==> config.mk <==
export PLATFORM = sky130hd
export DESIGN_NAME = lcr_cell_top
export DESIGN_NICKNAME = d
export VERILOG_FILES = /design/src/core/lcr_pkg.sv /design/src/core/lcr_bus_emul.sv /design/src/core/lcr_cell_top.sv
export SDC_FILE = /design/constraint.sdc
export NUM_CORES = 1
export LEC_CHECK = 0
export BUFFER_PORTS_ARGS = -buffer_cell sky130_fd_sc_hd__clkbuf_2
export CAP_MARGIN = 5
export CORE_ASPECT_RATIO = 1.5
export CORE_MARGIN = 2
export CORE_UTILIZATION = 45
export DETAILED_ROUTE_END_ITERATION = 12
export PLACE_DENSITY = 0.76
export RECOVER_POWER = 50
export SYNTH_ARGS = -nofsm -noshare
export SYNTH_HDL_FRONTEND = slang
export SYNTH_HIERARCHICAL = 1
export SYNTH_SLANG_ARGS = --single-unit
==> constraint.sdc <==
create_clock -name clk_sys_in -period 5.2 [get_ports clk_sys_in]
set_clock_uncertainty 0.2 [all_clocks]
set_input_delay 0 -clock clk_sys_in [delete_from_list [all_inputs] [get_ports clk_sys_in]]
set_output_delay 0 -clock clk_sys_in [all_outputs]
set_load 0.02 [all_outputs]
==> src/core/lcr_pkg.sv <==
// constants, types and field layout of the logic cell register control
// assumes a single 40 MHz system clock and an AXI4-Lite register bus
package lcr_pkg;

  // ****************************************************************
  // register map (byte addresses)
  // ****************************************************************
  localparam logic [3:0] ADDR_CFG = 4'h0; // configuration, read/write
  localparam logic [3:0] ADDR_DED = 4'h4; // dedicated input routing
  localparam logic [3:0] ADDR_STAT = 4'h8; // cell state, read only
  localparam logic [3:0] ADDR_BUS = 4'hc; // emulated bus, read only

  // ****************************************************************
  // field layout
  // ****************************************************************
  localparam int CFG_MODE_LSB = 0; // 3-bit async option
  localparam int CFG_CNT_BIT = 3; // clearable counter mode
  localparam int CFG_PVC_BIT = 4; // preset built from clear path
  localparam int DED_CLR_LSB = 0; // global clear select + enable
  localparam int DED_PRE_LSB = 4; // global preset select + enable
  localparam int DED_CE_LSB = 8; // count enable select + enable
  localparam int DED_OE_LSB = 12; // bus output enable select + enable
  localparam int DED_EN_OFS = 3; // enable bit inside each field
  localparam int STAT_DED_LSB = 16; // synchronised dedicated inputs
  localparam int STAT_CARRY_BIT = 24; // fast carry out of the chain
  localparam int BUS_CONT_BIT = 30; // more than one driver enabled
  localparam int BUS_FLOAT_BIT = 31; // no driver enabled

  // ****************************************************************
  // reset values and sizes
  // ****************************************************************
  localparam logic [31:0] CFG_RST = 32'h0000_0000;
  localparam logic [31:0] DED_RST = 32'h0000_0000;
  localparam int NUM_DED = 6; // dedicated low-skew inputs
  localparam int CELL_W = 8; // cells in the counter chain
  localparam int BUS_DRV = 4; // drivers on the emulated bus

  // ****************************************************************
  // lookup table contents, index {enable, carry_in, q}
  // ****************************************************************
  localparam logic [7:0] LUT_SUM_TT = 8'h6a; // q xor (cin and en)
  localparam logic [7:0] LUT_CARRY_TT = 8'h80; // q and cin and en

  // ****************************************************************
  // bus responses
  // ****************************************************************
  localparam logic [1:0] RESP_OKAY = 2'h0;
  localparam logic [1:0] RESP_DECERR = 2'h3;

  // asynchronous control options chosen through the configuration register
  typedef enum logic [2:0] {
    AM_CLR = 3'h0, // clear by either control line
    AM_PRE = 3'h1, // preset
    AM_CLRPRE = 3'h2, // clear and preset
    AM_LDCLR = 3'h3, // load with clear
    AM_LDPRE = 3'h4, // load with preset
    AM_LD = 3'h5 // load without clear or preset
  } lcr_amode_t;

endpackage

==> src/core/lcr_bus_emul.sv <==
// emulated internal shared bus: resolves drivers by their enables
// assumes drivers and enables come from logic on the same clock
`timescale 1ns/1ps
`default_nettype none
module lcr_bus_emul #(
  parameter int N = 4,
  parameter int W = 8
) (
  input wire logic [N*W-1:0] drv_data_in,
  input wire logic [N-1:0] drv_oe_in,
  output logic [W-1:0] value_out,
  output logic contention_out,
  output logic float_out
);

  // ****************************************************************
  // selector in place of a floating wire
  // ****************************************************************
  logic [W-1:0] pick; // data of the last enabled driver
  logic [1:0] hits; // saturating count of enabled drivers

  // scan the enables and pick the data of an enabled driver
  always_comb begin
    pick = '0;
    hits = 2'h0;
    for (int i = 0; i < N; i++) begin
      if (drv_oe_in[i]) begin
        pick = drv_data_in[i*W +: W];
        if (hits != 2'h2) begin
          hits = hits + 2'h1;
        end
      end
    end
  end

  assign contention_out = (hits == 2'h2);
  assign float_out = (hits == 2'h0);

  // contention resolves low, float resolves high, else the driver
  always_comb begin
    if (contention_out) begin
      value_out = '0;
    end else if (float_out) begin
      value_out = '1;
    end else begin
      value_out = pick;
    end
  end

endmodule
`default_nettype wire

==> src/core/lcr_cell_top.sv <==
// logic cell register control: counter chain, async control options,
// emulated shared bus, dedicated input routing, AXI4-Lite registers
// assumes block control lines come from fabric logic on clk_sys_in;
// dedicated inputs are pins and are synchronised here
`timescale 1ns/1ps
`default_nettype none
module lcr_cell_top #(
  parameter int W = lcr_pkg::CELL_W,
  parameter int NB = lcr_pkg::BUS_DRV,
  parameter int ND = lcr_pkg::NUM_DED
) (
  input wire logic clk_sys_in,
  input wire logic reset_in,
  input wire logic [3:0] s_axi_awaddr_in,
  input wire logic s_axi_awvalid_in,
  output logic s_axi_awready_out,
  input wire logic [31:0] s_axi_wdata_in,
  input wire logic [3:0] s_axi_wstrb_in,
  input wire logic s_axi_wvalid_in,
  output logic s_axi_wready_out,
  output logic [1:0] s_axi_bresp_out,
  output logic s_axi_bvalid_out,
  input wire logic s_axi_bready_in,
  input wire logic [3:0] s_axi_araddr_in,
  input wire logic s_axi_arvalid_in,
  output logic s_axi_arready_out,
  output logic [31:0] s_axi_rdata_out,
  output logic [1:0] s_axi_rresp_out,
  output logic s_axi_rvalid_out,
  input wire logic s_axi_rready_in,
  input wire logic block_control_first_in,
  input wire logic block_control_second_in,
  input wire logic [W-1:0] fourth_data_input_in,
  input wire logic sync_load_in,
  input wire logic [W-1:0] load_value_in,
  input wire logic cascade_clear_in,
  input wire logic [ND-1:0] dedicated_in,
  input wire logic [(NB-1)*W-1:0] bus_drv_data_in,
  input wire logic [NB-2:0] bus_drv_oe_in,
  output logic [W-1:0] cell_q_out,
  output logic carry_out,
  output logic [W-1:0] bus_value_out
);

  // ****************************************************************
  // helper functions
  // ****************************************************************
  // three-input lookup table
  function automatic logic lut3(input logic [7:0] tt, input logic a,
                                input logic b, input logic c);
    lut3 = tt[{c, b, a}];
  endfunction

  // pick one dedicated input by a routing field; off when disabled
  function automatic logic ded_pick(input logic [ND-1:0] v,
                                    input logic [3:0] fld);
    ded_pick = 1'b0;
    if (fld[lcr_pkg::DED_EN_OFS]) begin
      for (int i = 0; i < ND; i++) begin
        if (fld[2:0] == 3'(i)) begin
          ded_pick = v[i];
        end
      end
    end
  endfunction

  // merge write data into a register under byte strobes
  function automatic logic [31:0] strb_merge(input logic [31:0] old,
                                             input logic [31:0] nw,
                                             input logic [3:0] st);
    strb_merge = old;
    for (int b = 0; b < 4; b++) begin
      if (st[b]) begin
        strb_merge[b*8 +: 8] = nw[b*8 +: 8];
      end
    end
  endfunction

  // ****************************************************************
  // registers and bus slave state
  // ****************************************************************
  logic [31:0] cfg_r; // async option, counter mode, preset style
  logic [31:0] ded_r; // dedicated input routing
  logic [3:0] awaddr_r; // latched write address
  logic aw_full_r; // write address held
  logic [31:0] wdata_r; // latched write data
  logic [3:0] wstrb_r; // latched write strobes
  logic w_full_r; // write data held
  logic bvalid_r; // write response pending
  logic [1:0] bresp_r; // write response code
  logic rvalid_r; // read data pending
  logic [31:0] rdata_r; // read data
  logic [1:0] rresp_r; // read response code
  logic [31:0] cfg_nxt; // cfg after a strobed write
  logic [31:0] ded_nxt; // ded after a strobed write
  logic wr_go; // both halves of a write held

  // ****************************************************************
  // cell state
  // ****************************************************************
  logic [ND-1:0] ded_s1_r; // first synchroniser stage
  logic [ND-1:0] ded_s2_r; // synchronised dedicated inputs
  logic [W-1:0] st_r; // stored value, inverted when inv is set
  logic [W-1:0] st_nxt; // next stored value
  logic [W-1:0] bus_r; // registered bus value
  logic bus_cont_r; // registered contention flag
  logic bus_float_r; // registered float flag
  lcr_pkg::lcr_amode_t mode; // current async option
  logic cnt_mode; // clearable counter mode
  logic pvc; // preset through inverted clear path
  logic inv; // register input and output inverted
  logic g_clr; // global clear from a dedicated input
  logic g_pre; // global preset from a dedicated input
  logic ce; // count enable
  logic oe0; // enable of this cell onto the bus
  logic c1; // first block control line
  logic c2; // second block control line
  logic [W-1:0] d3; // fourth data input as seen by the register
  logic [W-1:0] clr_n; // active-low clear per bit
  logic [W-1:0] pre_n; // active-low preset per bit
  logic [W-1:0] eff; // stored value after async overrides
  logic [W-1:0] q_vis; // visible value of the clocked register
  logic [W:0] cy; // fast carry chain
  logic [W-1:0] sum; // counter data from the sum tables
  logic [W-1:0] fab_nxt; // next visible value from sync logic
  logic [W-1:0] bus_val; // resolved bus value
  logic bus_cont; // contention now
  logic bus_float; // float now

  assign mode = lcr_pkg::lcr_amode_t'(cfg_r[lcr_pkg::CFG_MODE_LSB +: 3]);
  assign cnt_mode = cfg_r[lcr_pkg::CFG_CNT_BIT];
  assign pvc = cfg_r[lcr_pkg::CFG_PVC_BIT];
  assign c1 = block_control_first_in;
  assign c2 = block_control_second_in;

  // ****************************************************************
  // dedicated inputs
  // ****************************************************************
  // two-flop synchroniser for the dedicated pins
  always_ff @(posedge clk_sys_in) begin
    if (reset_in) begin
      ded_s1_r <= '0;
      ded_s2_r <= '0;
    end else begin
      ded_s1_r <= dedicated_in;
      ded_s2_r <= ded_s1_r;
    end
  end

  // route a selected dedicated input to each control role
  always_comb begin
    g_clr = ded_pick(ded_s2_r, ded_r[lcr_pkg::DED_CLR_LSB +: 4]);
    g_pre = ded_pick(ded_s2_r, ded_r[lcr_pkg::DED_PRE_LSB +: 4]);
    ce = ded_r[lcr_pkg::DED_CE_LSB + lcr_pkg::DED_EN_OFS] ?
         ded_pick(ded_s2_r, ded_r[lcr_pkg::DED_CE_LSB +: 4]) : 1'b1;
    oe0 = ded_r[lcr_pkg::DED_OE_LSB + lcr_pkg::DED_EN_OFS] ?
          ded_pick(ded_s2_r, ded_r[lcr_pkg::DED_OE_LSB +: 4]) : 1'b1;
  end

  // ****************************************************************
  // asynchronous clear, preset and load
  // ****************************************************************
  // active-low controls per option; unused ones held high
  always_comb begin
    inv = (mode == lcr_pkg::AM_LDPRE) ||
          ((mode == lcr_pkg::AM_PRE) && pvc);
    d3 = fourth_data_input_in;
    clr_n = '1;
    pre_n = '1;
    case (mode)
      lcr_pkg::AM_CLR: begin
        clr_n = ~{W{c1 | c2}};
      end
      lcr_pkg::AM_PRE: begin
        if (pvc) begin
          clr_n = ~{W{c1}};
        end else begin
          d3 = '1;
          pre_n = ~({W{c1}} & d3);
        end
      end
      lcr_pkg::AM_CLRPRE: begin
        d3 = '1;
        pre_n = ~({W{c1}} & d3);
        clr_n = ~{W{c2}};
      end
      lcr_pkg::AM_LDCLR: begin
        pre_n = ~({W{c1}} & d3);
        clr_n = ~(({W{c1}} & ~d3) | {W{c2}});
      end
      lcr_pkg::AM_LDPRE: begin
        d3 = ~fourth_data_input_in;
        pre_n = ~({W{c1}} & d3);
        clr_n = ~(({W{c1}} & ~d3) | {W{c2}});
      end
      lcr_pkg::AM_LD: begin
        pre_n = ~({W{c1}} & d3);
        clr_n = ~({W{c1}} & ~d3);
      end
      default: begin
        clr_n = '1;
        pre_n = '1;
      end
    endcase
    // global controls act on the visible value
    if (inv ? g_pre : g_clr) begin
      clr_n = '0;
    end
    if (inv ? g_clr : g_pre) begin
      pre_n = '0;
    end
    eff = (st_r | ~pre_n) & clr_n; // clear wins over preset
  end

  // overrides show at the output without waiting for an edge
  assign cell_q_out = eff ^ {W{inv}};
  assign q_vis = st_r ^ {W{inv}};

  // ****************************************************************
  // clearable counter chain
  // ****************************************************************
  always_comb begin
    cy[0] = 1'b1; // carry into the lowest cell: count by one
    for (int i = 0; i < W; i++) begin
      sum[i] = lut3(lcr_pkg::LUT_SUM_TT, q_vis[i], cy[i], ce);
      cy[i+1] = lut3(lcr_pkg::LUT_CARRY_TT, q_vis[i], cy[i], ce);
    end
  end
  assign carry_out = cy[W];

  // load/count selector gated by the synchronous clear
  always_comb begin
    fab_nxt = sync_load_in ? load_value_in : (cnt_mode ? sum : q_vis);
    fab_nxt = fab_nxt & {W{~cascade_clear_in}};
    st_nxt = ((~clr_n | ~pre_n) & eff) |
             ((clr_n & pre_n) & (fab_nxt ^ {W{inv}}));
  end

  // the cell register
  always_ff @(posedge clk_sys_in) begin
    if (reset_in) begin
      st_r <= '0;
    end else begin
      st_r <= st_nxt;
    end
  end

  // ****************************************************************
  // emulated shared bus
  // ****************************************************************
  lcr_bus_emul #(.N(NB), .W(W)) u_bus (
    .drv_data_in({bus_drv_data_in, cell_q_out}),
    .drv_oe_in({bus_drv_oe_in, oe0}),
    .value_out(bus_val),
    .contention_out(bus_cont),
    .float_out(bus_float)
  );

  // register the resolved bus
  always_ff @(posedge clk_sys_in) begin
    if (reset_in) begin
      bus_r <= '1;
      bus_cont_r <= 1'b0;
      bus_float_r <= 1'b1;
    end else begin
      bus_r <= bus_val;
      bus_cont_r <= bus_cont;
      bus_float_r <= bus_float;
    end
  end
  assign bus_value_out = bus_r;

  // ****************************************************************
  // AXI4-Lite write channel
  // ****************************************************************
  assign s_axi_awready_out = !aw_full_r && !bvalid_r;
  assign s_axi_wready_out = !w_full_r && !bvalid_r;
  assign wr_go = aw_full_r && w_full_r && !bvalid_r;
  assign cfg_nxt = strb_merge(cfg_r, wdata_r, wstrb_r);
  assign ded_nxt = strb_merge(ded_r, wdata_r, wstrb_r);

  // hold address and data until both are in, then answer
  always_ff @(posedge clk_sys_in) begin
    if (reset_in) begin
      aw_full_r <= 1'b0;
      w_full_r <= 1'b0;
      awaddr_r <= 4'h0;
      wdata_r <= 32'h0000_0000;
      wstrb_r <= 4'h0;
      bvalid_r <= 1'b0;
      bresp_r <= lcr_pkg::RESP_OKAY;
    end else begin
      if (s_axi_awvalid_in && s_axi_awready_out) begin
        aw_full_r <= 1'b1;
        awaddr_r <= s_axi_awaddr_in;
      end
      if (s_axi_wvalid_in && s_axi_wready_out) begin
        w_full_r <= 1'b1;
        wdata_r <= s_axi_wdata_in;
        wstrb_r <= s_axi_wstrb_in;
      end
      if (wr_go) begin
        aw_full_r <= 1'b0;
        w_full_r <= 1'b0;
        bvalid_r <= 1'b1;
        bresp_r <= (awaddr_r == lcr_pkg::ADDR_CFG ||
                    awaddr_r == lcr_pkg::ADDR_DED ||
                    awaddr_r == lcr_pkg::ADDR_STAT ||
                    awaddr_r == lcr_pkg::ADDR_BUS) ?
                   lcr_pkg::RESP_OKAY : lcr_pkg::RESP_DECERR;
      end else if (bvalid_r && s_axi_bready_in) begin
        bvalid_r <= 1'b0;
      end
    end
  end
  assign s_axi_bvalid_out = bvalid_r;
  assign s_axi_bresp_out = bresp_r;

  // configuration registers; an undefined option leaves the mode as is
  always_ff @(posedge clk_sys_in) begin
    if (reset_in) begin
      cfg_r <= lcr_pkg::CFG_RST;
      ded_r <= lcr_pkg::DED_RST;
    end else if (wr_go) begin
      if (awaddr_r == lcr_pkg::ADDR_CFG) begin
        cfg_r[4:3] <= cfg_nxt[4:3];
        if (cfg_nxt[2:0] <= 3'(lcr_pkg::AM_LD)) begin
          cfg_r[2:0] <= cfg_nxt[2:0];
        end
      end
      if (awaddr_r == lcr_pkg::ADDR_DED) begin
        ded_r[15:0] <= ded_nxt[15:0]; // only four routing fields exist
      end
    end
  end

  // ****************************************************************
  // AXI4-Lite read channel
  // ****************************************************************
  assign s_axi_arready_out = !rvalid_r;

  // one-cycle read answer with state of the cell
  always_ff @(posedge clk_sys_in) begin
    if (reset_in) begin
      rvalid_r <= 1'b0;
      rdata_r <= 32'h0000_0000;
      rresp_r <= lcr_pkg::RESP_OKAY;
    end else if (s_axi_arvalid_in && s_axi_arready_out) begin
      rvalid_r <= 1'b1;
      rresp_r <= lcr_pkg::RESP_OKAY;
      rdata_r <= 32'h0000_0000;
      case (s_axi_araddr_in)
        lcr_pkg::ADDR_CFG: rdata_r <= {27'h0, cfg_r[4:0]};
        lcr_pkg::ADDR_DED: rdata_r <= {16'h0, ded_r[15:0]};
        lcr_pkg::ADDR_STAT: begin
          rdata_r[W-1:0] <= cell_q_out;
          rdata_r[lcr_pkg::STAT_DED_LSB +: ND] <= ded_s2_r;
          rdata_r[lcr_pkg::STAT_CARRY_BIT] <= carry_out;
        end
        lcr_pkg::ADDR_BUS: begin
          rdata_r[W-1:0] <= bus_r;
          rdata_r[lcr_pkg::BUS_CONT_BIT] <= bus_cont_r;
          rdata_r[lcr_pkg::BUS_FLOAT_BIT] <= bus_float_r;
        end
        default: rresp_r <= lcr_pkg::RESP_DECERR;
      endcase
    end else if (rvalid_r && s_axi_rready_in) begin
      rvalid_r <= 1'b0;
    end
  end
  assign s_axi_rvalid_out = rvalid_r;
  assign s_axi_rdata_out = rdata_r;
  assign s_axi_rresp_out = rresp_r;

  // ****************************************************************
  // assertions
  // ****************************************************************
  logic quiet; // no async override at all
  assign quiet = (&clr_n) && (&pre_n);
endmodule
`default_nettype wire

Word level (Yosys, flattened, before mapping):

Memory sizes are Yosys's and may differ from the RTL's.
Index checks and enable logic that the tools add are counted.

* multiply operators: 0
* shifts and indexed selects: 0
* reductions and logical operators: 35
* bitwise operators: 29
* equal/unequal tests: 35
* add/subtract/negate cells: 3
* $lt $le $gt $ge: 9
* divide/modulo/power cells: 0
* muxes and demuxes: 81

Operator list (count)
* $mux W8: 13
* $not A8 Y8: 11
* $and A8 B8 Y8: 8
* $pmux W8 S4: 2
* $mux W1: 52
* $pmux W8 S6: 1
* $or A8 B8 Y8: 5
* $lt A3 B4 Y1 const B: 8
* $eq A3 B2 Y1 const B: 10
* $eq A3 B3 Y1 const B: 10
* $xor A8 B8 Y8: 3
* $mux W2: 9
* $eq A4 B4 Y1 const B: 4
* $eq A3 B1 Y1 const B: 5
* $logic_not A3 Y1: 5
* $reduce_and A3 Y1: 4
* $logic_and A1 B1 Y1: 10
* $eq A4 B3 Y1 const B: 2
* $logic_not A4 Y1: 2
* $mux W6: 1
* $add A2 B1 Y2 const B: 2
* $bmux W1 S2: 2
* $logic_not A1 Y1: 4
* $logic_or A1 B1 Y1: 4
* other kinds (12): 15

* bits of input ports: 104
* memory bits (read-only): 112
* memories: 14
* bits in latches: 0
* output and inout port bits: 58
* memory bits (writable): 0
* register bits after elaboration: 106
* word-level logic and storage cells: 226

Memories
* (no name shown): depth 8, width 1, rd ports 1, clocked after Yosys merged registers in 0, write ports 0, RTL line lcr_cell_top.sv:51 `lut3 = tt[{c, b, a}];`
* (no name shown): depth 8, width 1, rd ports 1, clocked after Yosys merged registers in 0, write ports 0, RTL line lcr_cell_top.sv:51
* (no name shown): depth 8, width 1, rd ports 1, clocked after Yosys merged registers in 0, write ports 0, RTL line lcr_cell_top.sv:51
* (no name shown): depth 8, width 1, rd ports 1, clocked after Yosys merged registers in 0, write ports 0, RTL line lcr_cell_top.sv:51
* (no name shown): depth 8, width 1, rd ports 1, clocked after Yosys merged registers in 0, write ports 0, RTL line lcr_cell_top.sv:51
* (no name shown): depth 8, width 1, rd ports 1, clocked after Yosys merged registers in 0, write ports 0, RTL line lcr_cell_top.sv:51
* 8 more memories

Longest topological paths before layout:

Gate-level depths: netlist of the first run.

* word-level depth: 30
* mapped depth: 24
* gate-level depth less buffers: 22

Cells and area by module:

Netlist of the first run, hierarchy kept.

By module, submodules not included
* lcr_cell_top: area an instance 5784.3 µm², cells an instance 722, sequential area each 2082.0 µm², instances 1
* lcr_bus_emul: area an instance 491.7 µm², cells an instance 64, sequential area each 0.0 µm², instances 1

Worst setup path after synthesis of the first run:

OpenSTA, ideal clock, no wires.

* path type: flip-flop to flip-flop
* start point: reg cfg_r[1]
* end point: reg st_r[7]
* data required time: 4.914 ns
* clock period less this slack: 4.336 ns
* stages on the path, launching flop included: 23
* path slack: 0.864 ns
* data arrival time: 4.050 ns
* buffers on the path: 3
* library setup time: 0.086 ns
* cells stage by stage: dfxtp_1 -> clkbuf_1 -> a21o_1 -> clkbuf_1 -> buf_2 -> xnor2_1 -> ha_1 -> nor2b_1 -> ha_1 -> nor2b_1 -> ha_1 -> nor2b_1 -> ha_1 -> nor2b_1 -> ha_1 -> nor2b_1 -> ha_1 -> nor2b_1 -> ha_1 -> nand3_1 -> o211ai_1 -> mux2i_1 -> a211oi_1

* cells in the longest elaborated chain, start to end: 26
* elaborated cells between the ends (all ways): 45
* classes of those cells: 5 x eq/ne; 17 x mux; 12 x bitwise; 4 x reduce/logical; 7 x memory

RTL lines
* start: declaration: RTL line lcr_cell_top.sv:82 `logic [31:0] cfg_r;`
* start signal: assignment: RTL line lcr_cell_top.sv:322 `cfg_r <= lcr_pkg::CFG_RST;`
* start signal: assignment: RTL line lcr_cell_top.sv:328 `cfg_r[2:0] <= cfg_nxt[2:0];`
* $eq A3 B1 Y1
* $logic_and A1 B1 Y1: RTL line lcr_cell_top.sv:166 `((mode == lcr_pkg::AM_PRE) && pvc);`
* $logic_or A1 B1 Y1: RTL line lcr_cell_top.sv:165 `inv = (mode == lcr_pkg::AM_LDPRE) ||`
* $xor A8 B8 Y8: RTL line lcr_cell_top.sv:217 `assign q_vis = st_r ^ {W{inv}};`
* $bmux W1 S2: RTL line lcr_cell_top.sv:51
* $mux W1 (implied by the code): RTL line lcr_cell_top.sv:51
* $mem_v2 Z8 W1
* $mux W1 (implied by the code): RTL line lcr_cell_top.sv:51
* [... 9 more ...]
* $mux W1 (implied by the code): RTL line lcr_cell_top.sv:51
* $mem_v2 Z8 W1
* $mux W1 (implied by the code): RTL line lcr_cell_top.sv:51
* $mux W8 (2 in a row): RTL line lcr_cell_top.sv:233 `fab_nxt = sync_load_in ? load_value_in : (cnt_mode ? sum : q_vis);`
* $and A8 B8 Y8: RTL line lcr_cell_top.sv:234 `fab_nxt = fab_nxt & {W{~cascade_clear_in}};`
* $xor A8 B8 Y8: RTL line lcr_cell_top.sv:236 `((clr_n & pre_n) & (fab_nxt ^ {W{inv}}));`
* $and A8 B8 Y8: RTL line lcr_cell_top.sv:236
* $or A8 B8 Y8 *: RTL line lcr_cell_top.sv:235 `st_nxt = ((~clr_n | ~pre_n) & eff) |`
* end signal: assignment: RTL line lcr_cell_top.sv:244 `st_r <= st_nxt;`
* end: declaration: RTL line lcr_cell_top.sv:103 `logic [W-1:0] st_r;`

Every way passes the cells marked *; elsewhere a longest branch is shown, timed or not. The select of a mux whose other input is x is not followed.
A chain may end at the register's enable or synchronous reset.

Final worst setup path of the first run:

* start point: reg ded_r[9]
* end point: reg st_r[7]

* cells in the longest elaborated chain, start to end: 30
* elaborated cells between the ends (all ways): 35
* classes of those cells: 5 x eq/ne; 18 x mux; 4 x bitwise; 1 x reduce/logical; 7 x memory

RTL lines
* start: declaration: RTL line lcr_cell_top.sv:83 `logic [31:0] ded_r;`
* start signal: assignment: RTL line lcr_cell_top.sv:323 `ded_r <= lcr_pkg::DED_RST;`
* start signal: assignment: RTL line lcr_cell_top.sv:332 `ded_r[15:0] <= ded_nxt[15:0];`
* $logic_not A3 Y1: RTL line lcr_cell_top.sv:60 `if (fld[2:0] == 3'(i)) begin`
* $mux W1 (5 in a row): RTL line lcr_cell_top.sv:60
* $mux W1 *: RTL line lcr_cell_top.sv:60
* $mux W1 *: RTL line lcr_cell_top.sv:154 `ce = ded_r[lcr_pkg::DED_CE_LSB + lcr_pkg::DED_EN_OFS] ?`
* $bmux W1 S2: RTL line lcr_cell_top.sv:51
* $mux W1 (implied by the code): RTL line lcr_cell_top.sv:51
* $mem_v2 Z8 W1
* $mux W1 (implied by the code): RTL line lcr_cell_top.sv:51
* [... 9 more ...]
* $mux W1 (implied by the code): RTL line lcr_cell_top.sv:51
* $mem_v2 Z8 W1 *
* $mux W1 (implied by the code) *: RTL line lcr_cell_top.sv:51
* $mux W8 * (2 in a row): RTL line lcr_cell_top.sv:233
* $and A8 B8 Y8 *: RTL line lcr_cell_top.sv:234
* $xor A8 B8 Y8 *: RTL line lcr_cell_top.sv:236
* $and A8 B8 Y8 *: RTL line lcr_cell_top.sv:236
* $or A8 B8 Y8 *: RTL line lcr_cell_top.sv:235

Marks and branches as above.

==> impl_results.md, run 1 <==
- Status: finished with violations
- Failing checks: negative hold slack, max-capacitance violations, max-slew violations
- Synth Warn #: 6
- Critical path class: reg -> reg
- CTS Buf Count: 9
- Initial drt markers: 549
- Initial antenna violation count: 0
- Bufs on Longest Clock Path: 2
- Switching Fraction: 28.8%
- Post-Route WL: 18.9 mm
- Main synth FF type: dfxtp_1
- Worst-margin pin slew: 2.69 ns
- Peak supply drop: 0.126 mV
- Clk slew on worst S/H paths: 0.07 ns
- Nets: 1067
- Core area: 0.0135 mm^2
- Drt drc: 0
- Cell Count, Final, Fillers Out: 1118
- Postcts setup bufs: 0
- Commonest non-fill, non-tap cell in the layout: dfxtp_1
- Drt pass-1 iters: 5
- Endpoints failing setup: 0
- Placed Cells: 1039
- Layout area overhead: 24.5%
- Post-synthesis sequential area ratio: 33.2%
- Global Route Usage Sum: 24.7%
- Sink Count: 104
- Gpl congestion: 0.876
- Int Pwr: 0.00137 W
- Worst Setup End Kind: flop
- CTS tree: built
- Vias in the first global route: 5815
- Fraction of registers with async set/reset: 0%
- First-pass GRT wire length: 29.1 mm
- R2R cell count: 22
- Period utilization: 84.9%
- Die Area: 0.0149 mm^2
- Setup tns final: 0 ns
- Sequential Power Share: 44.4%
- N_diodes: 0
- RR Startpoint: ded_r[9]$_SDFFE_PP0P_
- CTS HTree Levels: 3
- I/O Buffers: 136
- Layout cells sized above 1: 15.6%
- Core Util, Final: 57.7%
- Critical Path Start: ded_r[9]$_SDFFE_PP0P_
- Net Sw Power: 0.000552 W
- Clk pwr share: 37.5%
- Routed vias/inst: 5.63
- Row count: 52
- Routed via count: 6289
- Total global routing overflow: 0
- Logic pwr share: 18.1%
- Worst Setup Start Kind: flop
- Fmax: 227 MHz
- Multi-input logic area: 0.00381 mm^2
- Mapped Cells: 786
- Worst slew margin: -79.2%
- Reg-to-reg endpoint: st_r[7]$_SDFF_PP0_
- Die W: 100 um
- Final Hold Fails: 1
- Pin count of the biggest net entering global routing: 66
- Chip height: 149 um
- Worst Path Max Fanout: 8
- Crit path arrival time: 4.41 ns
- RSZ-0062 raised after global routing: no
- WHS Endpoint: st_r[7]$_SDFF_PP0_
- Most frequent cells in the layout: 104 x dfxtp_1, 93 x clkbuf_2, 90 x nor2_1, 78 x a21oi_1, 70 x nand2_1
- Antenna-violating nets left: 0
- Critical Path RT: 5.20 ns
- Io pins: 162
- Netlist Area Pre-Place: 0.00628 mm^2
- Max Slew Vio Count: 66
- Cell variety after synth: 62
- Min Tclk post-route: 4.41 ns
- Reg area: 0.00208 mm^2
- Clock latency at the later pin of the worst-skew pair: 0.35 ns
- Initial Utilization: 46.4%
- PwrDens: 246 mW/mm^2
- Pleak: 3.29 nW
- Worst Hold Path Cells: 5
- Routed len/inst: 16.9 um
- Fin Hold WS: -0.00706 ns
- Yosys reg bits: 104
- Post-DP HPWL: 13.4 mm
- Min-delay src: load_value_in[7]
- Dpl ws: 0.800 ns
- Syn avg cell area: 7.98 um^2
- Number of enable flip-flop cells after synthesis: 0
- # fillers: 1205
- R2r setup slk: 0.79 ns
- MaxCap Viol Count: 1
- Root Driver: clkbuf_16
- Final WS setup: 0.785 ns
- Worst min-delay path class: in -> reg
==> worst max path at each step <==
stage / to / slack (ns) / depth (start not counted)
floorplan: st_r[7]$_SDFF_PP0_ / 0.86 / 22
CTS: st_r[7]$_SDFF_PP0_ / 0.74 / 22
global placement: st_r[7]$_SDFF_PP0_ / 0.86 / 22
finish: st_r[7]$_SDFF_PP0_ / 0.79 / 22
global route: st_r[7]$_SDFF_PP0_ / 0.35 / 22
detailed placement: st_r[7]$_SDFF_PP0_ / 0.80 / 22
==> final cells by class <==
type,count,area share (%)
Multi-Input combinational cell,605,48.8
Sequential cell,104,26.7
Inverter,25,1.20
Timing Repair Buffer,206,16.7
Clock inverter,6,0.945
Tap cell,162,2.59
Clock buffer,10,3.06
==> stage by stage <==
step / total power, W / instance area, um^2
after global placement: 0.00116 / 6930
after floorplan: 0.00107 / 6300
after detailed placement: 0.00117 / 6930
after global routing: 0.00199 / 7810
after CTS: 0.00191 / 7870
final: 0.00192 / 7810
==> kinds of logic (layout without fill, tap and decap cells) <==
kind of cell | count (synthesis) | after routing | share of synthesized area, %
AO/OA/AOI/OAI | 233 | 233 | 24.5
XOR/XNOR | 8 | 8 | 1.12
adder cells (fa/ha/maj) | 12 | 12 | 2.39
buffers and inverters | 83 | 247 | 6.42
flip-flops | 104 | 104 | 33.2
multiplexers | 47 | 47 | 8.33
other | 1 | 7 | 0.0598
AND/OR/NAND/NOR | 298 | 298 | 24.0
==> worst max-delay path: stages (launching register included) <==
cell and delay (ns):
dfxtp_1 0.42, mux2i_1 0.20, o32a_1 0.25, and2_1 0.32, inv_1 0.08, ha_1 0.19
ha_1 0.17, nor2b_1 0.13, ha_1 0.18, nor2b_1 0.13, ha_1 0.17, nor2b_1 0.13
ha_1 0.18, nor2b_1 0.12, ha_1 0.17, nor2b_1 0.13, ha_1 0.19, nor2b_1 0.13
ha_1 0.29, nand3_1 0.06, o211ai_1 0.14, mux2i_1 0.20, a211oi_1 0.08
==> Yosys cell counts, drive strengths merged, types with 13 or more instances <==
master | count | area share, %
a211oi | 22 | 2.7
buf | 27 | 3.1
a21oi | 79 | 6.5
nor2 | 93 | 5.8
inv | 25 | 1.5
nand2 | 70 | 4.2
a22oi | 26 | 3.1
mux2i | 41 | 6.5
nor2b | 39 | 4.1
and2 | 13 | 1.3
dfxtp | 104 | 33
nand3 | 27 | 2.2
o21ai | 43 | 3.7
clkbuf | 31 | 1.9
==> what timing repair did <==
item / 4_1_cts / 5_1_grt
gates resized for setup: 0 / 0
endpoints found under the hold margin: 62 / 0
hold buffers: 63 / 0
==> state kept, by name, indices dropped and copies added, names as in the netlist, 2 cells and up <==
| name | cells |
|---|---|
| awaddr_r | 4 |
| bus_value_out | 8 |
| cfg_r | 5 |
| ded_r | 16 |
| ded_s1_r | 6 |
| ded_s2_r | 6 |
| s_axi_rdata_out | 25 |
| st_r | 8 |
| wdata_r | 16 |
| wstrb_r | 2 |
==> layer usage <==
metal	track usage (%)	up-vias	share of wire, %
met5	0	-	0
met4	12.9	0	4.7
met1	28.0	2923	39
met3	3.15	55	3.9
met2	44.6	205	53
li1	-	3106	-
==> power groups by stage <==
stage | registers (W) | logic (W) | clock network (W)
2_1_floorplan | 0.000871 | 0.000200 | 0
3_3_place_gp | 0.000869 | 0.000294 | 0
3_5_place_dp | 0.000869 | 0.000299 | 0
4_1_cts | 0.000851 | 0.000343 | 0.000716
5_1_grt | 0.000855 | 0.000377 | 0.000758
6_report | 0.000852 | 0.000348 | 0.000718
No activity file was read; power rests on OpenSTA's default activity.
==> inputs of run 2 (changes only) <==
- PLACE_DENSITY: 0.76 -> 0.78
- clock period: 5.2 -> 3.61 ns (I/O delays scaled with it)
==> run 2 against run 1 <==
  * The run ends with negative hold slack, max-capacitance violations, max-slew violations, negative setup slack left
  * Wire length is 5.3% higher
  * Sequential share of layout area is 1.9 points lower
  * Die area stayed put
  * Total power is 42% higher
  * Sequential power is 44% higher
  * Combinational power is 56% higher
  * Hold slack worse by 0.00069 ns
  * Core utilization is 4.5 points higher
  * First-iteration DRC count is 0.73% lower
  * Largest power group unchanged
==> impl_results.md, run 2 (same netlist as run 1, synthesis figures left out) <==
- Status: finished with violations
- Failing checks: negative hold slack, max-capacitance violations, max-slew violations, negative setup slack
- Crit path top cell by count: nor2b_4
- Die W: 100 um (unchanged)
- Int Pwr: 0.00193 W (+41%)
- Post-Route WL: 19.9 mm (+5.3%)
- Max stage delay on crit path: 0.35 ns (-0.07 ns)
- I/O Buffers: 136 (unchanged)
- Worst Setup Start Kind: flop
- Critical Path RT: 3.41 ns (-1.79 ns)
- Drt pass-1 iters: 7 (+2)
- Final WS setup: -0.307 ns (-1.09 ns)
- Initial antenna violation count: 0 (unchanged)
- Core Util, Final: 62.2% (+4.5 points)
- Clock latency at the later pin of the worst-skew pair: 0.35 ns (about the same)
- Initial drt markers: 545 (-0.73%)
- CP delay by family, top: adder cells
- Routed vias/inst: 5.70 (+1.4%)
- Logic pwr share: 20.0% (+1.9 points)
- Io pins: 162 (unchanged)
- PwrDens: 323 mW/mm^2 (+32%)
- Crit-path cells: nand2b_1 > a21o_4 > xnor2_2 > ha_4 > ha_4 > nor2b_4 > ha_4 > nor2b_4 > ha_2 > nor2b_4 > ha_2 > nor2b_4 > ha_2 > nor2b_4 > ha_4 > nor2b_4 > ha_4 > nor2b_4 > buf_6 > buf_8
- Antenna-violating nets left: 0 (unchanged)
- Vias in the first global route: 6374 (+9.6%)
- Tot Pwr: 0.00272 W (+42%)
- Critical Path Start: cfg_r[0]$_SDFFE_PP0P_
- Global Route Usage Sum: 26.9% (+2.2 points)
- Most frequent cells in the layout: 101 x dfxtp_1, 92 x clkbuf_2, 90 x nor2_1, 76 x a21oi_1
- Sequential Power Share: 45.0% (+0.6 points)
- CTS tree: built
- Nets: 1117 (+4.7%)
- Worst Hold Path Cells: 3 (-2)
- Row count: 52 (unchanged)
- Drt drc: 0 (unchanged)
- Worst min-delay path class: in -> reg
- Net Sw Power: 0.000795 W (+44%)
- Worst slew margin: -5.51% (+74 points)
- Routed len/inst: 17.1 um (+0.90%)
- RSZ-0062 raised after global routing: yes
- Post-DP HPWL: 14.3 mm (+6.8%)
- Crit path arrival time: 3.72 ns (-0.69 ns)
- R2R cell count: 22 (unchanged)
- Min Tclk post-route: 3.92 ns
- Layout area overhead: 34.2%
- Layout cells sized above 1: 22.7% (+7.1 points)
- Core area: 0.0135 mm^2 (unchanged)
- Chip height: 149 um (unchanged)
- Min-delay src: fourth_data_input_in[5]
- Critical path depth: 20 (-9.1%)
- Routed via count: 6655 (+5.8%)
- Pleak: 3.55 nW (+7.6%)
- Clk pwr share: 35.0% (-2.5 points)
- Total global routing overflow: 0 (unchanged)
- MaxCap Viol Count: 1 (unchanged)
- Die Area: 0.0149 mm^2 (unchanged)
- RR Startpoint: ded_r[9]$_SDFFE_PP0P_
- Final Hold Fails: 3 (+2)
- Bufs on Longest Clock Path: 2 (unchanged)
- Worst Setup End Kind: output port
- Sink Count: 104 (unchanged)
- Gpl congestion: 0.895 (+2.2%)
- Worst Path Max Fanout: 4 (-4)
- Endpoints failing setup: 4 (+4)
- Fin Hold WS: -0.00776 ns (-0.000692 ns)
- N_diodes: 0 (unchanged)
- Fmax: 255 MHz
- Worst-margin pin slew: 1.58 ns (-1.11 ns)
- Initial Utilization: 46.4% (unchanged)
- Period utilization: 109%
- Slowest library cell on the worst path: dfxtp_2
- CTS Buf Count: 9 (unchanged)
- Commonest non-fill, non-tap cell in the layout: dfxtp_1
- Pin count of the biggest net entering global routing: 37 (-44%)
- Clk slew on worst S/H paths: 0.07 ns (about the same)
- Buffers plus inverters on the worst setup path: 2 (+1)
- Switching Fraction: 29.2% (+0.43 points)
- First-pass GRT wire length: 31.8 mm (+9.3%)
- Root Driver: clkbuf_16
- CTS HTree Levels: 3 (unchanged)
- Critical path class: reg -> out
- Max reg flops: 25 (unchanged)
- Peak supply drop: 0.290 mV (+130%)
- Max Slew Vio Count: 37 (-44%)
-- run 2: cell types whose count changed in the layout (fill, tap and decap cells not counted), sizes merged --
cell	change
clkinv	+1
clkbuf	-1
clkinvlp	-2
dlygate4sd3	+6
buf	+45
inv	+1
bufinv	-1
-- run 2: cell type report --
class,count,area [um^2]
Fill cell,1172,5110
Multi-Input combinational cell,605,4040
Sequential cell,104,2090
Timing Repair Buffer,256,1720
Clock buffer,10,239
Tap cell,162,203
Inverter,25,93.8
Clock inverter,5,48.8
-- run 2: worst paths after layout --
| check | endpoint | slack (ns) |
|---|---|---|
| setup / recovery | carry_out | -0.31 |
| hold / removal | st_r[5]$_SDFF_PP0_ | -0.008 |
| setup reg to reg | st_r[7]$_SDFF_PP0_ | -0.28 |
| hold reg to reg | ded_s2_r[1]$_SDFF_PP0_ | 0.25 |
-- run 2: power groups by stage --
| stage | clock network, W | registers (W) | logic, W |
|---|---|---|---|
| 5_1_grt | 0.00102 | 0.00123 | 0.000595 |
| 2_1_floorplan | 0 | 0.00126 | 0.000293 |
| 4_1_cts | 0.000966 | 0.00123 | 0.000529 |
| 6_report | 0.000954 | 0.00123 | 0.000544 |
| 3_5_place_dp | 0 | 0.00125 | 0.000458 |
| 3_3_place_gp | 0 | 0.00125 | 0.000453 |
-- run 2: metrics by stage --
step,hold slack (ns),instances,worst slack (ns),cell area [um^2],TNS [ns]
CTS,0.00118,1163,-0.267,8360,-0.600
global route,0.0294,1167,-0.474,8420,-1.67
finish,-0.00776,1167,-0.307,8420,-0.859
global placement,-0.0147,1077,-0.283,7240,-0.695
floorplan,-0.101,792,-0.385,6350,-0.929
detailed placement,-0.0114,1077,-0.441,7240,-1.09
-- run 2: timing repair --
action                                 CTS  global route
setup endpoints to repair                4             9
hold buffers                            69             0
pin swaps                                7            12
resized for setup                       25            19
endpoints found under the hold margin   72             0
setup buffers                            2             4
-- run 2: worst reg2reg max path: cells and delay by family (launching register included) --
kind	cells	cell delay, ns
fa+ha+maj	8	1.36
simple gates	8	0.96
mux	2	0.43
compound gates	3	0.41
flops	1	0.37
buf+inv	1	0.05
-- run 2: layer usage --
metal | GRT usage, % | wire [um] | vias up
li1 | - | - | 3209
met1 | 29.6 | 7340 | 3113
met2 | 49.9 | 10600 | 268
met3 | 3.67 | 975 | 65
met4 | 13.0 | 1030 | 0
met5 | 0 | 0 | -
==> inputs of run 3 (changes only) <==
- MAX_ROUTING_LAYER: default -> met4
==> run 3 against run 2 <==
  * The run still ends with negative hold slack, max-capacitance violations, max-slew violations, negative setup slack left
  * Sequential cell count unchanged
  * First-iteration DRC count shrank 1.7%
  * Clock power about the same
  * Cell area is essentially flat
  * Sequential share of layout area barely moved
  * Critical endpoint unchanged
==> impl_results.md, run 3 (same netlist as run 1, synthesis figures left out) <==
- Commonest non-fill, non-tap cell in the layout: dfxtp_1
- Met1 global-route usage: 29.6% (about the same)
- Crit-path cells: nand2b_1 > a21o_4 > xnor2_2 > ha_4 > ha_4 > nor2b_4 > ha_4 > nor2b_4 > ha_2 > nor2b_4 > ha_2 > nor2b_4 > ha_2 > nor2b_4 > ha_4 > nor2b_4 > ha_4 > nor2b_4 > buf_6 > buf_8
- # fillers: 1170 (-0.17%)
- Nets: 1117 (unchanged)
- CTS HTree Levels: 3 (unchanged)
- Global route hottest layer: met2
- Post-Route WL: 20.0 mm (+0.18%)
- Row count: 52 (unchanged)
- Post-DP HPWL: 14.3 mm (unchanged)
- Total global routing overflow: 0 (unchanged)
- Peak supply drop: 0.293 mV (+1.0%)
- Worst Hold Path Cells: 3 (unchanged)
- Worst-margin pin slew: 1.55 ns (-0.0364 ns)
- RR Startpoint: ded_r[9]$_SDFFE_PP0P_
- MaxCap Viol Count: 1 (unchanged)
- Global Route Usage Sum: 27.7% (+0.77 points)
- Clock latency at the later pin of the worst-skew pair: 0.36 ns (about the same)
- Clk slew on worst S/H paths: 0.07 ns (about the same)
- I/O Buffers: 136 (unchanged)
- Initial antenna violation count: 0 (unchanged)
- RSZ-0062 raised after global routing: yes
- Routed via count: 6677 (+0.33%)
- Drt pass-1 iters: 6 (-1)
- Bufs on Longest Clock Path: 2 (unchanged)
- Critical Path Start: cfg_r[0]$_SDFFE_PP0P_
- Gpl congestion: 0.911 (+1.7%)
- Placed Cells: 1077 (unchanged)
- Most frequent cells in the layout: 101 x dfxtp_1, 92 x clkbuf_2, 90 x nor2_1, 76 x a21oi_1
- Placed Area: 0.00724 mm^2 (unchanged)
- Sink Count: 104 (unchanged)
- Chip height: 149 um (unchanged)
- Core Util, Final: 62.3% (about the same)
- Worst min-delay path class: in -> reg
- Min Tclk post-route: 3.91 ns (-0.00580 ns)
- Initial Utilization: 46.4% (unchanged)
- Fin Hold WS: -0.00749 ns (+0.000262 ns)
- CTS tree: built
- Slowest library cell on the worst path: dfxtp_2
- Dpl ws: -0.441 ns (unchanged)
- Worst slew margin: -3.08% (+2.4 points)
- Clk pwr share: 35.0% (about the same)
- Cell Count, Final, Fillers Out: 1167 (unchanged)
- Pleak: 3.55 nW (about the same)
- Worst Setup End Kind: output port
- Fmax: 256 MHz (+0.15%)
- Die W: 100 um (unchanged)
- Crit path top cell by count: nor2b_4
- Antenna-violating nets left: 0 (unchanged)
- Int Pwr: 0.00193 W (about the same)
- Crit path arrival time: 3.71 ns (about the same)
- Pin count of the biggest net entering global routing: 37 (unchanged)
- Root Driver: clkbuf_16
- Failing checks: negative hold slack, max-capacitance violations, max-slew violations, negative setup slack
- Worst Setup Start Kind: flop
- Critical Path RT: 3.41 ns (about the same)
- Period utilization: 108% (-0.16 points)
- Max stage delay on crit path: 0.35 ns (about the same)
- Layout area overhead: 34.3% (about the same)
- Multi-input logic area: 0.00404 mm^2 (unchanged)
- Routed len/inst: 17.1 um (+0.18%)
- Endpoints failing setup: 4 (unchanged)
- N_diodes: 0 (unchanged)
- Die Area: 0.0149 mm^2 (unchanged)
- Core area: 0.0135 mm^2 (unchanged)
- Critical path class: reg -> out
- Worst Path Max Fanout: 4 (unchanged)
- GR Util met3: 3.52% (-0.14 points)
- Initial drt markers: 536 (-1.7%)
- PwrDens: 323 mW/mm^2 (about the same)
- Routed vias/inst: 5.72 (+0.33%)
- Final WS setup: -0.301 ns (+0.00580 ns)
- Post-Layout Inst Area: 0.00843 mm^2 (about the same)
- Io pins: 162 (unchanged)
- First-pass GRT wire length: 31.9 mm (+0.13%)
- Net Sw Power: 0.000797 W (+0.14%)
- Logic pwr share: 20.0% (about the same)
- Final Hold Fails: 3 (unchanged)
- CTS Buf Count: 9 (unchanged)
- Drt drc: 0 (unchanged)
- Max Slew Vio Count: 37 (unchanged)
- Vias in the first global route: 6385 (+0.17%)
- Met2 Track Usage GR: 50.0% (+0.13 points)
- Min-delay src: fourth_data_input_in[5]
- Reg area: 0.00209 mm^2 (unchanged)
- Switching Fraction: 29.2% (about the same)
- R2R cell count: 22 (unchanged)
- Sequential Power Share: 45.0% (about the same)
- Max reg flops: 25 (unchanged)
- Status: finished with violations
- Layout cells sized above 1: 22.7% (unchanged)
run 3: cell counts in the layout (fill, tap and decap cells not counted):
No cell type changed its count.
run 3: area by class of cell:
class                           count  area share (%)
Clock buffer                       10            2.84
Clock inverter                      5           0.579
Inverter                           25            1.11
Multi-Input combinational cell    605            47.9
Sequential cell                   104            24.8
Tap cell                          162            2.41
Timing Repair Buffer              256            20.4
run 3: per-stage QoR:
step	setup TNS (ns)	power (W)
after floorplan	-0.929	0.00155
after global placement	-0.695	0.00170
after detailed placement	-1.09	0.00171
after CTS	-0.600	0.00272
after global routing	-1.65	0.00284
final	-0.828	0.00273
run 3: metal layers:
layer	vias up	share of wire (%)
li1	3213	-
met1	3103	37
met2	287	53
met3	74	4.7
met4	0	5.2
met5	-	0
run 3: timing repair:
action,4_1_cts,5_1_grt
resized for setup,25,20
hold buffers,69,0
setup buffers,2,4
pin swaps,7,12
setup endpoints to repair,4,9
cloned,0,0
endpoints found under the hold margin,72,0
run 3: critical path, delay by kind of cell (launching register included):
kind                       cells  cell delay (ns)
adders and majority gates      8             1.19
and+or+nand+nor                8             1.17
DFF                            1             0.35
xor gates and xnor gates       1             0.23
AOI/OAI and AO/OA              1             0.22
buffers and inverters          2             0.20
run 3: final timing paths:
kind / slack (ns) / end
worst min-delay path: -0.007 / st_r[5]$_SDFF_PP0_
worst max register to register: -0.27 / st_r[7]$_SDFF_PP0_
worst min register to register: 0.25 / ded_s2_r[1]$_SDFF_PP0_
worst max-delay path: -0.30 / carry_out
run 3: power groups by stage:
stage	clock network, W	registers (W)	logic, W
2_1_floorplan	0	0.00126	0.000293
3_3_place_gp	0	0.00125	0.000453
3_5_place_dp	0	0.00125	0.000458
4_1_cts	0.000966	0.00123	0.000529
5_1_grt	0.00102	0.00123	0.000595
6_report	0.000954	0.00123	0.000545
